--- src/design/brcl_consts.vh ---
`ifndef BRCL_CONSTS_VH
`define BRCL_CONSTS_VH

// ****************************************
// clock
// ****************************************
`define BRCL_SYS_CLK_MHZ 125

// ****************************************
// timing, in nanoseconds
// ****************************************
`define BRCL_T_MARGIN_NS 200
`define BRCL_T_COMM_MAX_NS 20000
`define BRCL_T_BLANK_NS 1000
`define BRCL_T_RECLK_SLOW_NS 50000
`define BRCL_T_RECLK_FAST_NS 25000

// ****************************************
// register byte offsets
// ****************************************
`define BRCL_OFS_CTRL 8'h00
`define BRCL_OFS_FAULT_STAT 8'h04
`define BRCL_OFS_FAULT_CLR 8'h08
`define BRCL_OFS_IRQ_STAT 8'h0C
`define BRCL_OFS_IRQ_EN 8'h10
`define BRCL_OFS_IRQ_CLR 8'h14

// ****************************************
// control field positions and reset value
// ****************************************
`define BRCL_CTRL_SYNC_EN 0
`define BRCL_CTRL_ASYNC_EN 1
`define BRCL_CTRL_RECIRC 2
`define BRCL_CTRL_OV_EN 3
`define BRCL_CTRL_RECLK_FAST 4
`define BRCL_CTRL_W 5
`define BRCL_CTRL_RST 5'h00

// ****************************************
// fault and event bit positions
// ****************************************
`define BRCL_FLT_POR 0
`define BRCL_FLT_BUCK 1
`define BRCL_FLT_PUMP 2
`define BRCL_FLT_OV 3
`define BRCL_EVT_LIMIT 4
`define BRCL_FLT_W 4
`define BRCL_EVT_W 5
`define BRCL_FLT_CLR_BIT 0
`define BRCL_FLT_RST 4'h1
`define BRCL_EVT_RST 5'h00

`endif

--- src/design/brcl_ctrl.v ---
// What this block does
// - low-side on during commutation body-diode conduction
// - start after margin, stop when demag ends
// - low-side on in high-side-only PWM off
// - async mode, with sync also enabled, cuts low-side near zero current
// - trip when summed current crosses reference
// - reference at half AVDD disables limit
// - tripped high side off until next cycle
// - recirculation bit selects brake or high-Z
// - ignore trip briefly after PWM goes active
// - internal clock re-enables at 100% duty
// - register variant selects slow or fast clock
// - pin variant uses fixed slow clock
// - supply undervoltage: bridge off, logic off, flag
// - regulator undervoltage: fault pin, flag kept
// - pump undervoltage: fault pin, bridge off, flag
// - overvoltage acts only when enabled
// - demag needs both rectify enables set
//
// The register addresses and the Avalon-MM register port were chosen for this implementation.
`timescale 1ns/1ps
`default_nettype none
`include "brcl_consts.vh"

module brcl_ctrl #(
    parameter REG_VARIANT = 1,
    parameter RECLK_SLOW_CYC =
        (`BRCL_T_RECLK_SLOW_NS * `BRCL_SYS_CLK_MHZ) / 1000,
    parameter RECLK_FAST_CYC =
        (`BRCL_T_RECLK_FAST_NS * `BRCL_SYS_CLK_MHZ) / 1000
) (
    input wire i_sys_clk,
    input wire i_rst,
    input wire i_ce,
    input wire [7:0] i_avs_address,
    input wire i_avs_read,
    input wire i_avs_write,
    input wire [31:0] i_avs_writedata,
    output reg [31:0] o_avs_readdata,
    output wire o_avs_waitrequest,
    input wire [2:0] i_pwm_hi,
    input wire [2:0] i_pwm_lo,
    input wire [2:0] i_demag_cmp,
    input wire [2:0] i_zero_cur_cmp,
    input wire i_limit_cmp,
    input wire i_limit_ref_at_half,
    input wire i_vm_uv,
    input wire i_avdd_uv,
    input wire i_regulator_undervoltage_flag,
    input wire i_pump_uv,
    input wire i_vm_ov,
    input wire i_sleep_pin_n,
    output reg [2:0] o_gate_hi,
    output reg [2:0] o_gate_lo,
    output wire o_fault_pin_n_o,
    output reg o_fault_pin_n_oe_n,
    output reg o_logic_enable,
    output wire o_irq
);

    // ****************************************
    // derived cycle counts
    // ****************************************
    // rounded up so a short margin or blank never ends early
    localparam integer MARGIN_N =
        (`BRCL_T_MARGIN_NS * `BRCL_SYS_CLK_MHZ + 999) / 1000;
    localparam integer COMM_MAX_N =
        (`BRCL_T_COMM_MAX_NS * `BRCL_SYS_CLK_MHZ) / 1000;
    localparam integer BLANK_N =
        (`BRCL_T_BLANK_NS * `BRCL_SYS_CLK_MHZ + 999) / 1000;
    localparam integer RECLK_SLOW_N = RECLK_SLOW_CYC;
    localparam integer RECLK_FAST_N = RECLK_FAST_CYC;
    // counters are sized for the documented counts; larger values are cut
    localparam [11:0] MARGIN_CYC = MARGIN_N[11:0];
    localparam [11:0] COMM_MAX_CYC = COMM_MAX_N[11:0];
    localparam [11:0] BLANK_CYC = BLANK_N[11:0];
    localparam [15:0] RECLK_SLOW = RECLK_SLOW_N[15:0];
    localparam [15:0] RECLK_FAST = RECLK_FAST_N[15:0];

    localparam [1:0] SR_IDLE = 2'h0;
    localparam [1:0] SR_MARGIN = 2'h1;
    localparam [1:0] SR_ON = 2'h2;

    localparam SYNC_W = 20;
    // sleep input idles high; resetting it low would fake a wake-up edge
    localparam [SYNC_W-1:0] SYNC_IDLE = 20'h80000;

    // ****************************************
    // input synchronisers
    // ****************************************
    wire [SYNC_W-1:0] async_in;
    reg [SYNC_W-1:0] sync_a;
    reg [SYNC_W-1:0] sync_b;
    assign async_in = {i_sleep_pin_n, i_vm_ov, i_pump_uv, i_regulator_undervoltage_flag, i_avdd_uv,
                       i_vm_uv, i_limit_ref_at_half, i_limit_cmp, i_zero_cur_cmp,
                       i_demag_cmp, i_pwm_lo, i_pwm_hi};

    always @(posedge i_sys_clk) begin
        if (i_rst) begin
            sync_a <= SYNC_IDLE;
            sync_b <= SYNC_IDLE;
        end else if (i_ce) begin
            sync_a <= async_in;
            sync_b <= sync_a;
        end
    end

    wire [2:0] pwm_hi = sync_b[2:0];
    wire [2:0] pwm_lo = sync_b[5:3];
    wire [2:0] demag = sync_b[8:6];
    wire [2:0] zero_cur = sync_b[11:9];
    wire limit_cmp = sync_b[12];
    wire limit_off = sync_b[13];
    wire vm_uv = sync_b[14];
    wire avdd_uv = sync_b[15];
    wire regulator_undervoltage_flag = sync_b[16];
    wire pump_uv = sync_b[17];
    wire vm_ov = sync_b[18];
    wire sleep_n = sync_b[19];

    // edges come from the synchronised copies, never the raw pins
    reg [2:0] pwm_hi_prev;
    reg sleep_n_prev;
    wire [2:0] hi_rise = pwm_hi & ~pwm_hi_prev;
    wire [2:0] hi_fall = ~pwm_hi & pwm_hi_prev;
    wire sleep_pulse = sleep_n & ~sleep_n_prev;

    always @(posedge i_sys_clk) begin
        if (i_rst) begin
            pwm_hi_prev <= 3'h0;
            sleep_n_prev <= 1'b1;
        end else if (i_ce) begin
            pwm_hi_prev <= pwm_hi;
            sleep_n_prev <= sleep_n;
        end
    end

    // ****************************************
    // registers
    // ****************************************
    reg [`BRCL_CTRL_W-1:0] ctrl;
    reg [`BRCL_FLT_W-1:0] fault_flag;
    reg [`BRCL_EVT_W-1:0] irq_stat;
    reg [`BRCL_EVT_W-1:0] irq_en;
    reg ack;

    // shared by the read mux and the write strobes
    function sel;
        input [7:0] addr;
        input [7:0] ofs;
        begin
            sel = (addr == ofs);
        end
    endfunction

    wire req = i_avs_read | i_avs_write;
    assign o_avs_waitrequest = req & ~(ack & i_ce);
    wire wr_go = i_avs_write & ack & i_ce;
    wire clr_fault = wr_go & sel(i_avs_address, `BRCL_OFS_FAULT_CLR)
                     & i_avs_writedata[`BRCL_FLT_CLR_BIT];
    wire irq_clr_go = wr_go & sel(i_avs_address, `BRCL_OFS_IRQ_CLR);

    // one wait cycle, then the answer; readdata is settled at that edge
    always @(posedge i_sys_clk) begin
        if (i_rst) begin
            ack <= 1'b0;
            o_avs_readdata <= 32'h00000000;
        end else if (i_ce) begin
            ack <= req & ~ack;
            if (i_avs_read & ~ack) begin
                o_avs_readdata <= 32'h00000000;
                if (sel(i_avs_address, `BRCL_OFS_CTRL))
                    o_avs_readdata[`BRCL_CTRL_W-1:0] <= ctrl;
                if (sel(i_avs_address, `BRCL_OFS_FAULT_STAT))
                    o_avs_readdata[`BRCL_FLT_W-1:0] <= fault_flag;
                if (sel(i_avs_address, `BRCL_OFS_IRQ_STAT))
                    o_avs_readdata[`BRCL_EVT_W-1:0] <= irq_stat;
                if (sel(i_avs_address, `BRCL_OFS_IRQ_EN))
                    o_avs_readdata[`BRCL_EVT_W-1:0] <= irq_en;
            end
        end
    end

    always @(posedge i_sys_clk) begin
        if (i_rst) begin
            ctrl <= `BRCL_CTRL_RST;
            irq_en <= `BRCL_EVT_RST;
        end else if (i_ce & wr_go) begin
            if (sel(i_avs_address, `BRCL_OFS_CTRL))
                ctrl <= i_avs_writedata[`BRCL_CTRL_W-1:0];
            if (sel(i_avs_address, `BRCL_OFS_IRQ_EN))
                irq_en <= i_avs_writedata[`BRCL_EVT_W-1:0];
        end
    end

    wire sync_en = ctrl[`BRCL_CTRL_SYNC_EN];
    wire async_en = ctrl[`BRCL_CTRL_ASYNC_EN];
    wire recirc_brake = ctrl[`BRCL_CTRL_RECIRC];
    wire ov_en = ctrl[`BRCL_CTRL_OV_EN];
    wire demag_ok = sync_en & async_en;

    // ****************************************
    // supply supervision
    // ****************************************
    wire supply_uv = vm_uv | avdd_uv;
    wire ov_act = vm_ov & ov_en;
    wire bridge_ok = ~supply_uv & ~pump_uv & ~ov_act & sleep_n;
    wire fault_live = avdd_uv | regulator_undervoltage_flag | pump_uv | ov_act;
    wire [`BRCL_FLT_W-1:0] flt_set = {ov_act, pump_uv, regulator_undervoltage_flag, supply_uv};
    wire flt_clr = clr_fault | sleep_pulse;

    // a fault still present wins over a clear in the same cycle
    always @(posedge i_sys_clk) begin
        if (i_rst) begin
            fault_flag <= `BRCL_FLT_RST;
            o_fault_pin_n_oe_n <= 1'b1;
            o_logic_enable <= 1'b0;
        end else if (i_ce) begin
            fault_flag <= flt_set | (fault_flag & {`BRCL_FLT_W{~flt_clr}});
            o_fault_pin_n_oe_n <= ~fault_live;
            o_logic_enable <= ~supply_uv;
        end
    end
    // open drain: only the enable moves, the driven level is always low
    assign o_fault_pin_n_o = 1'b0;

    // ****************************************
    // current limit
    // ****************************************
    reg [11:0] blank_cnt;
    reg [15:0] reclk_cnt;
    reg limit_hold;
    wire fast_sel = (REG_VARIANT != 0) & ctrl[`BRCL_CTRL_RECLK_FAST];
    wire [15:0] reclk_period = fast_sel ? RECLK_FAST : RECLK_SLOW;
    wire reclk_tick = (reclk_cnt >= reclk_period - 16'h0001);
    wire blanking = (blank_cnt != 12'h000);
    // the edge that starts a cycle is blanked too, so a trip latched just
    // before it cannot outlive the new cycle
    wire trip = limit_cmp & ~limit_off & ~blanking & ~(|hi_rise);
    wire new_cycle = (|hi_rise) | reclk_tick;

    // the internal clock restarts on every rising high-side PWM edge, so it fires only when no such edge comes within one period, as at 100% duty
    always @(posedge i_sys_clk) begin
        if (i_rst) begin
            blank_cnt <= 12'h000;
            reclk_cnt <= 16'h0000;
            limit_hold <= 1'b0;
        end else if (i_ce) begin
            if (|hi_rise)
                blank_cnt <= BLANK_CYC;
            else if (blanking)
                blank_cnt <= blank_cnt - 12'h001;
            if ((|hi_rise) | reclk_tick)
                reclk_cnt <= 16'h0000;
            else
                reclk_cnt <= reclk_cnt + 16'h0001;
            if (trip)
                limit_hold <= 1'b1;
            else if (new_cycle)
                limit_hold <= 1'b0;
        end
    end

    // ****************************************
    // interrupt events
    // ****************************************
    reg [`BRCL_FLT_W-1:0] flt_prev;
    reg limit_prev;
    wire [`BRCL_EVT_W-1:0] evt = {limit_hold & ~limit_prev, fault_flag & ~flt_prev};

    always @(posedge i_sys_clk) begin
        if (i_rst) begin
            flt_prev <= `BRCL_FLT_RST;
            limit_prev <= 1'b0;
            irq_stat <= `BRCL_EVT_RST;
        end else if (i_ce) begin
            flt_prev <= fault_flag;
            limit_prev <= limit_hold;
            irq_stat <= evt | (irq_stat & ~({`BRCL_EVT_W{irq_clr_go}}
                        & i_avs_writedata[`BRCL_EVT_W-1:0]));
        end
    end
    assign o_irq = |(irq_stat & irq_en);

    // ****************************************
    // per-phase rectification and gate drive
    // ****************************************
    wire [2:0] next_gate_hi;
    wire [2:0] next_gate_lo;
    genvar ph;
    generate
        for (ph = 0; ph < 3; ph = ph + 1) begin : g_phase
            reg [1:0] sr_state;
            reg [11:0] sr_cnt;
            reg aar_cut;
            wire sr_allow = demag_ok & sync_en;
            wire lo_cmd = pwm_lo[ph];
            wire sr_lo = (sr_state == SR_ON);
            wire lo_norm = (lo_cmd & ~aar_cut) | sr_lo;

            always @(posedge i_sys_clk) begin
                if (i_rst) begin
                    sr_state <= SR_IDLE;
                    sr_cnt <= 12'h000;
                end else if (i_ce) begin
                    case (sr_state)
                        SR_IDLE: begin
                            if (sr_allow & hi_fall[ph] & ~lo_cmd) begin
                                sr_state <= SR_MARGIN;
                                sr_cnt <= 12'h000;
                            end
                        end
                        SR_MARGIN: begin
                            if (pwm_hi[ph] | lo_cmd | ~sr_allow) begin
                                sr_state <= SR_IDLE;
                            end else if (sr_cnt >= MARGIN_CYC - 12'h001) begin
                                sr_state <= demag[ph] ? SR_ON : SR_IDLE;
                                sr_cnt <= 12'h000;
                            end else begin
                                sr_cnt <= sr_cnt + 12'h001;
                            end
                        end
                        SR_ON: begin
                            if (pwm_hi[ph] | lo_cmd | ~sr_allow | ~demag[ph]
                                | (sr_cnt >= COMM_MAX_CYC - 12'h001)) begin
                                sr_state <= SR_IDLE;
                            end else begin
                                sr_cnt <= sr_cnt + 12'h001;
                            end
                        end
                        default: begin
                            sr_state <= SR_IDLE;
                        end
                    endcase
                end
            end

            // cut stays until the low-side command ends, avoiding re-closing
            always @(posedge i_sys_clk) begin
                if (i_rst) begin
                    aar_cut <= 1'b0;
                end else if (i_ce) begin
                    if (~lo_cmd)
                        aar_cut <= 1'b0;
                    else if (demag_ok & async_en & zero_cur[ph])
                        aar_cut <= 1'b1;
                end
            end

            assign next_gate_hi[ph] = bridge_ok & pwm_hi[ph] & ~limit_hold;
            assign next_gate_lo[ph] = limit_hold ? (bridge_ok & recirc_brake)
                                                 : (bridge_ok & lo_norm & ~pwm_hi[ph]);
        end
    endgenerate

    // ****************************************
    // gate registers
    // ****************************************
    // one block for all legs keeps a single driver per output
    always @(posedge i_sys_clk) begin
        if (i_rst) begin
            o_gate_hi <= 3'h0;
            o_gate_lo <= 3'h0;
        end else if (i_ce) begin
            o_gate_hi <= next_gate_hi;
            o_gate_lo <= next_gate_lo;
        end
    end

endmodule

`default_nettype wire

--- config.mk ---
export PLATFORM = sky130hd
export DESIGN_NAME = brcl_ctrl
export DESIGN_NICKNAME = d
export VERILOG_FILES = /design/src/design/brcl_ctrl.v
export VERILOG_INCLUDE_DIRS = /design/src /design/src/design
export SDC_FILE = /design/constraint.sdc
export NUM_CORES = 1
export LEC_CHECK = 0
export ABC_AREA = 1
export ABC_CLOCK_PERIOD_IN_PS = 3400
export BUFFER_PORTS_ARGS = -buffer_cell sky130_fd_sc_hd__buf_2
export CAP_MARGIN = 0
export CORE_ASPECT_RATIO = 0.9
export CORE_MARGIN = 5
export CORE_UTILIZATION = 45
export CTS_BUF_LIST = sky130_fd_sc_hd__clkbuf_8
export CTS_CLUSTER_SIZE = 20
export DETAILED_ROUTE_END_ITERATION = 12
export GPL_TIMING_DRIVEN = 0
export SYNTH_ARGS = -nofsm -noshare
export SYNTH_HDL_FRONTEND = slang
export SYNTH_SLANG_ARGS = --single-unit
--- constraint.sdc ---
create_clock -name i_sys_clk -period 3.4 [get_ports i_sys_clk]
set_clock_uncertainty 0.15 [all_clocks]
set_input_delay 0.34 -clock i_sys_clk [delete_from_list [all_inputs] [get_ports i_sys_clk]]
set_output_delay 0.34 -clock i_sys_clk [all_outputs]
set_load 0.02 [all_outputs]
==> results.sh <==
export IMPL_status="finished clean"
export IMPL_fin_tns_setup_ns=0
export IMPL_finalHoldViolCount=0
export IMPL_fillers=1787
export IMPL_start_kind="register"
export IMPL_p_leak_nw=3.95
export IMPL_power_mw=3.98
export IMPL_antenna_found_initial=0
export IMPL_grt_pass1_wl_microns=34600
export IMPL_worstPathMaxFanout=10
export IMPL_setup_viol=0
export IMPL_htreeDepth=4
export IMPL_path_class="reg -> reg"
export IMPL_arrival_ns=2.41
export IMPL_p_per_area_nw_per_um2=425
export IMPL_dr_pass1_iters=6
export IMPL_reg2reg_to="reclk_cnt[10]$_SDFFE_PP0P_"
export IMPL_final_core_utilization_pct=53.0
export IMPL_required_ns=3.61
export IMPL_tightest_slew_ns=0.768
export IMPL_switching_share_pct=27.7
export IMPL_die_y_microns=137
export IMPL_drcViolationCount=0
export IMPL_wl_met2_microns=9290
export IMPL_syn_inst=1184
export IMPL_hp_class="in -> reg"
export IMPL_cts_resized_gates=0
export IMPL_ios=108
export IMPL_cts_sinks=156
export IMPL_gp_congestion=0.870
export IMPL_seq_area_frac_synth_pct=38.6
export IMPL_coreArea_sq_um=17700
export IMPL_drt_met1_wl_microns=10700
export IMPL_clk_latency_ns=0.46
export IMPL_ys_flop_type="dfxtp_1"
export IMPL_yosysTopAreaCell="dfxtp_1"
export IMPL_top_layer_used="met4"
export IMPL_viasPerCell=4.93
export IMPL_cts_tree="built"
export IMPL_cp_cell_sequence="inv_1 > ha_1 > nand2_1 > nor2_1 > inv_1 > nor2_1 > nand2_1 > nand4_1 > nand2_1 > nand2_1 > buf_4 > nor2_1"
export IMPL_die_area_sq_um=20800
export IMPL_postSynth_asyncResetShare_pct=0
export IMPL_synth_distinct_cells=43
export IMPL_worst_path_largest_cell_delay_ns=0.46
export IMPL_clock_root_buffer="clkbuf_8"
export IMPL_netlist_top_cells_area="dfxtp_1, nor2_1, nand2_1"
export IMPL_drive_gt1_share_pct=11.5
export IMPL_yosys_warnings=0
export IMPL_drt_iter0_markers=492
export IMPL_end_kind="register"
export IMPL_ys_seq_elements=156
export IMPL_post_drt_wl_per_cell_microns=13.7
export IMPL_period_share_pct=64.9
export IMPL_clkPwrFrac_pct=37.8
export IMPL_diodes=0
export IMPL_pwr_share_seq_pct=49.2
export IMPL_combPwrFrac_pct=13.0
export IMPL_drt_total_wl_microns=21200
export IMPL_clk_pin_slew_worst_paths_ns=0.09
export IMPL_die_width_microns=151
export IMPL_syn_avg_cell_area_sq_um=6.84
export IMPL_intPower_mw=2.88
export IMPL_grt_pass1_vias=6847
export IMPL_synth_edff_count=0
export IMPL_min_to="ctrl[3]$_SDFFE_PP0P_"
export IMPL_initial_core_util_pct=45.8
export IMPL_max_freq_mhz=453
export IMPL_nets=1390
export IMPL_vias=7659
export IMPL_period_needed_ns=2.21
export IMPL_portBuffers=50
export IMPL_area_growth_pct=15.6
export IMPL_p_switching_mw=1.10
export IMPL_grt_max_degree=17
export IMPL_cts_buffer_depth=2
export IMPL_synth_top_area_share_pct=38.6
export IMPL_worstRegToRegCells=12
export IMPL_drv_cap=0
export IMPL_synth_area_sq_um=8100
export IMPL_min_delay_start="i_avs_writedata[3]"
export IMPL_cts_setup_buffers=0
export IMPL_grt_use_total_pct=20.9
export IMPL_wl_met3_microns=1100
export IMPL_cts_buffers_inserted=17
export IMPL_vdd_drop_max_uv=277
export IMPL_hold_depth=3
export IMPL_r2r_start="ctrl[4]$_SDFFE_PP0P_"
export IMPL_final_max_slew_viol_count=0
export IMPL_place_hpwl_microns=15700
export IMPL_fp_row_count=46
export IMPL_grt_ovfl_total=0
export IMPL_grt_setup_unrepaired="false"
export IMPL_slew_headroom_pct=48.4
export IMPL_path_common_cell="nand2_1"
export IMPL_critPathSlowestCell="dfxtp_1"
export IMPL_r2r_slack_ns=1.19
export IMPL_postRouteAntennaNets=0
-- layout by cell type (no fill, tap or decap), drive strengths merged, types with 6 or more instances in the layout --
master,Yosys,final
conb,1,28
or2,7,7
nor3,17,17
a21oi,77,77
clkbuf,21,38
nand3,90,90
dfxtp,156,156
inv,122,125
dlygate4sd3,0,20
buf,45,95
xnor2,6,6
nor2,223,223
xor2,13,13
ha,25,25
clkinv,3,7
o21ai,99,99
nand2,223,223
nand4,31,31
-- registers in the layout (all words and copies together), names as in the netlist, 4 cells and up --
register          count
g_phase.sr_cnt       36
sync_a               20
sync_b               20
reclk_cnt            16
blank_cnt            12
g_phase.sr_state      6
ctrl                  5
irq_en                5
irq_stat              5
o_avs_readdata        5
fault_flag            4
flt_prev              4
-- through the flow --
stage | cell area (sq um) | worst slack (ns) | hold slack [ns] | std cells
6_report | 9360 | 1.19 | 0.0177 | 1552
5_1_grt | 9360 | 0.947 | 0.00283 | 1552
4_1_cts | 9360 | 1.16 | 0.00141 | 1552
3_5_place_dp | 8750 | 1.17 | 0.280 | 1501
3_3_place_gp | 8750 | 1.19 | 0.278 | 1501
2_1_floorplan | 8200 | 1.61 | 0.269 | 1211
-- critical path: cells and delay by family (launching register included) --
family        cells  cell delay, ns
flops             1            0.46
buf+inv           3            0.47
fa+ha+maj         1            0.32
simple gates      8            0.71
-- cells in the mapped netlist (5+ instances only) --
| library cell | count |
|---|---|
| nand2_2 | 10 |
| o21ai_1 | 7 |
| buf_1 | 7 |
| buf_4 | 31 |
| nor2_1 | 216 |
| inv_1 | 119 |
| nand3_1 | 90 |
| xor2_1 | 13 |
| nand4_1 | 31 |
| xnor2_1 | 6 |
| o21ai_0 | 92 |
| dfxtp_1 | 156 |
| nand2_1 | 212 |
| clkbuf_1 | 21 |
| or2_2 | 7 |
| ha_1 | 25 |
| nor3_1 | 14 |
| a31oi_1 | 5 |
| a21oi_1 | 77 |
-- final cells by class --
cell class / count / area, sq um / share of cell area (%)
Timing Repair Buffer: 70 / 450 / 4.81
Inverter: 125 / 473 / 5.05
Clock inverter: 14 / 179 / 1.91
Buffer: 66 / 392 / 4.18
Tap cell: 240 / 300 / 3.21
Sequential cell: 156 / 3120 / 33.4
Multi-Input combinational cell: 864 / 4210 / 45.0
Clock buffer: 17 / 234 / 2.50
-- worst max path at each step --
stage / from / end / slack [ns] / cells after the start
final: ctrl[4]$_SDFFE_PP0P_ / reclk_cnt[10]$_SDFFE_PP0P_ / 1.19 / 12
after global routing: ctrl[4]$_SDFFE_PP0P_ / reclk_cnt[9]$_SDFFE_PP0P_ / 0.95 / 12
after CTS: ctrl[4]$_SDFFE_PP0P_ / reclk_cnt[10]$_SDFFE_PP0P_ / 1.16 / 12
after detailed placement: ctrl[4]$_SDFFE_PP0P_ / reclk_cnt[10]$_SDFFE_PP0P_ / 1.17 / 12
after global placement: ctrl[4]$_SDFFE_PP0P_ / reclk_cnt[10]$_SDFFE_PP0P_ / 1.19 / 12
after floorplan: ctrl[4]$_SDFFE_PP0P_ / reclk_cnt[10]$_SDFFE_PP0P_ / 1.61 / 12
-- power by group through the flow --
stage | Clock (mW) | Combinational (mW) | Sequential (mW)
finish | 1.50 | 0.518 | 1.96
CTS | 1.54 | 0.518 | 1.96
global route | 1.62 | 0.586 | 1.97
floorplan | 0 | 0.359 | 1.99
detailed placement | 0 | 0.497 | 2.00
global placement | 0 | 0.493 | 2.00
-- what timing repair did --
| item | in CTS | in global routing |
|---|---|---|
| hold endpoints to repair | 20 | 0 |
| setup endpoints to repair | 0 | 0 |
| hold buffers | 20 | 0 |
-- per-layer routing --
metal	GRT usage, %	vias to the layer above
li1	-	4021
met1	30.6	3456
met2	31.7	170
met3	4.24	12
met4	4.38	0
met5	0	-
-- logic make-up after synthesis --
group	after synthesis	synth area share, %
simple gates	595	31.8
xor+xnor	19	2.05
compound gates	197	13.0
flops	156	38.6
buf+inv	191	10.7
fa+ha+maj	25	3.86
other cells	1	0.0463
Note: power is estimated with default switching activity, not from simulation.
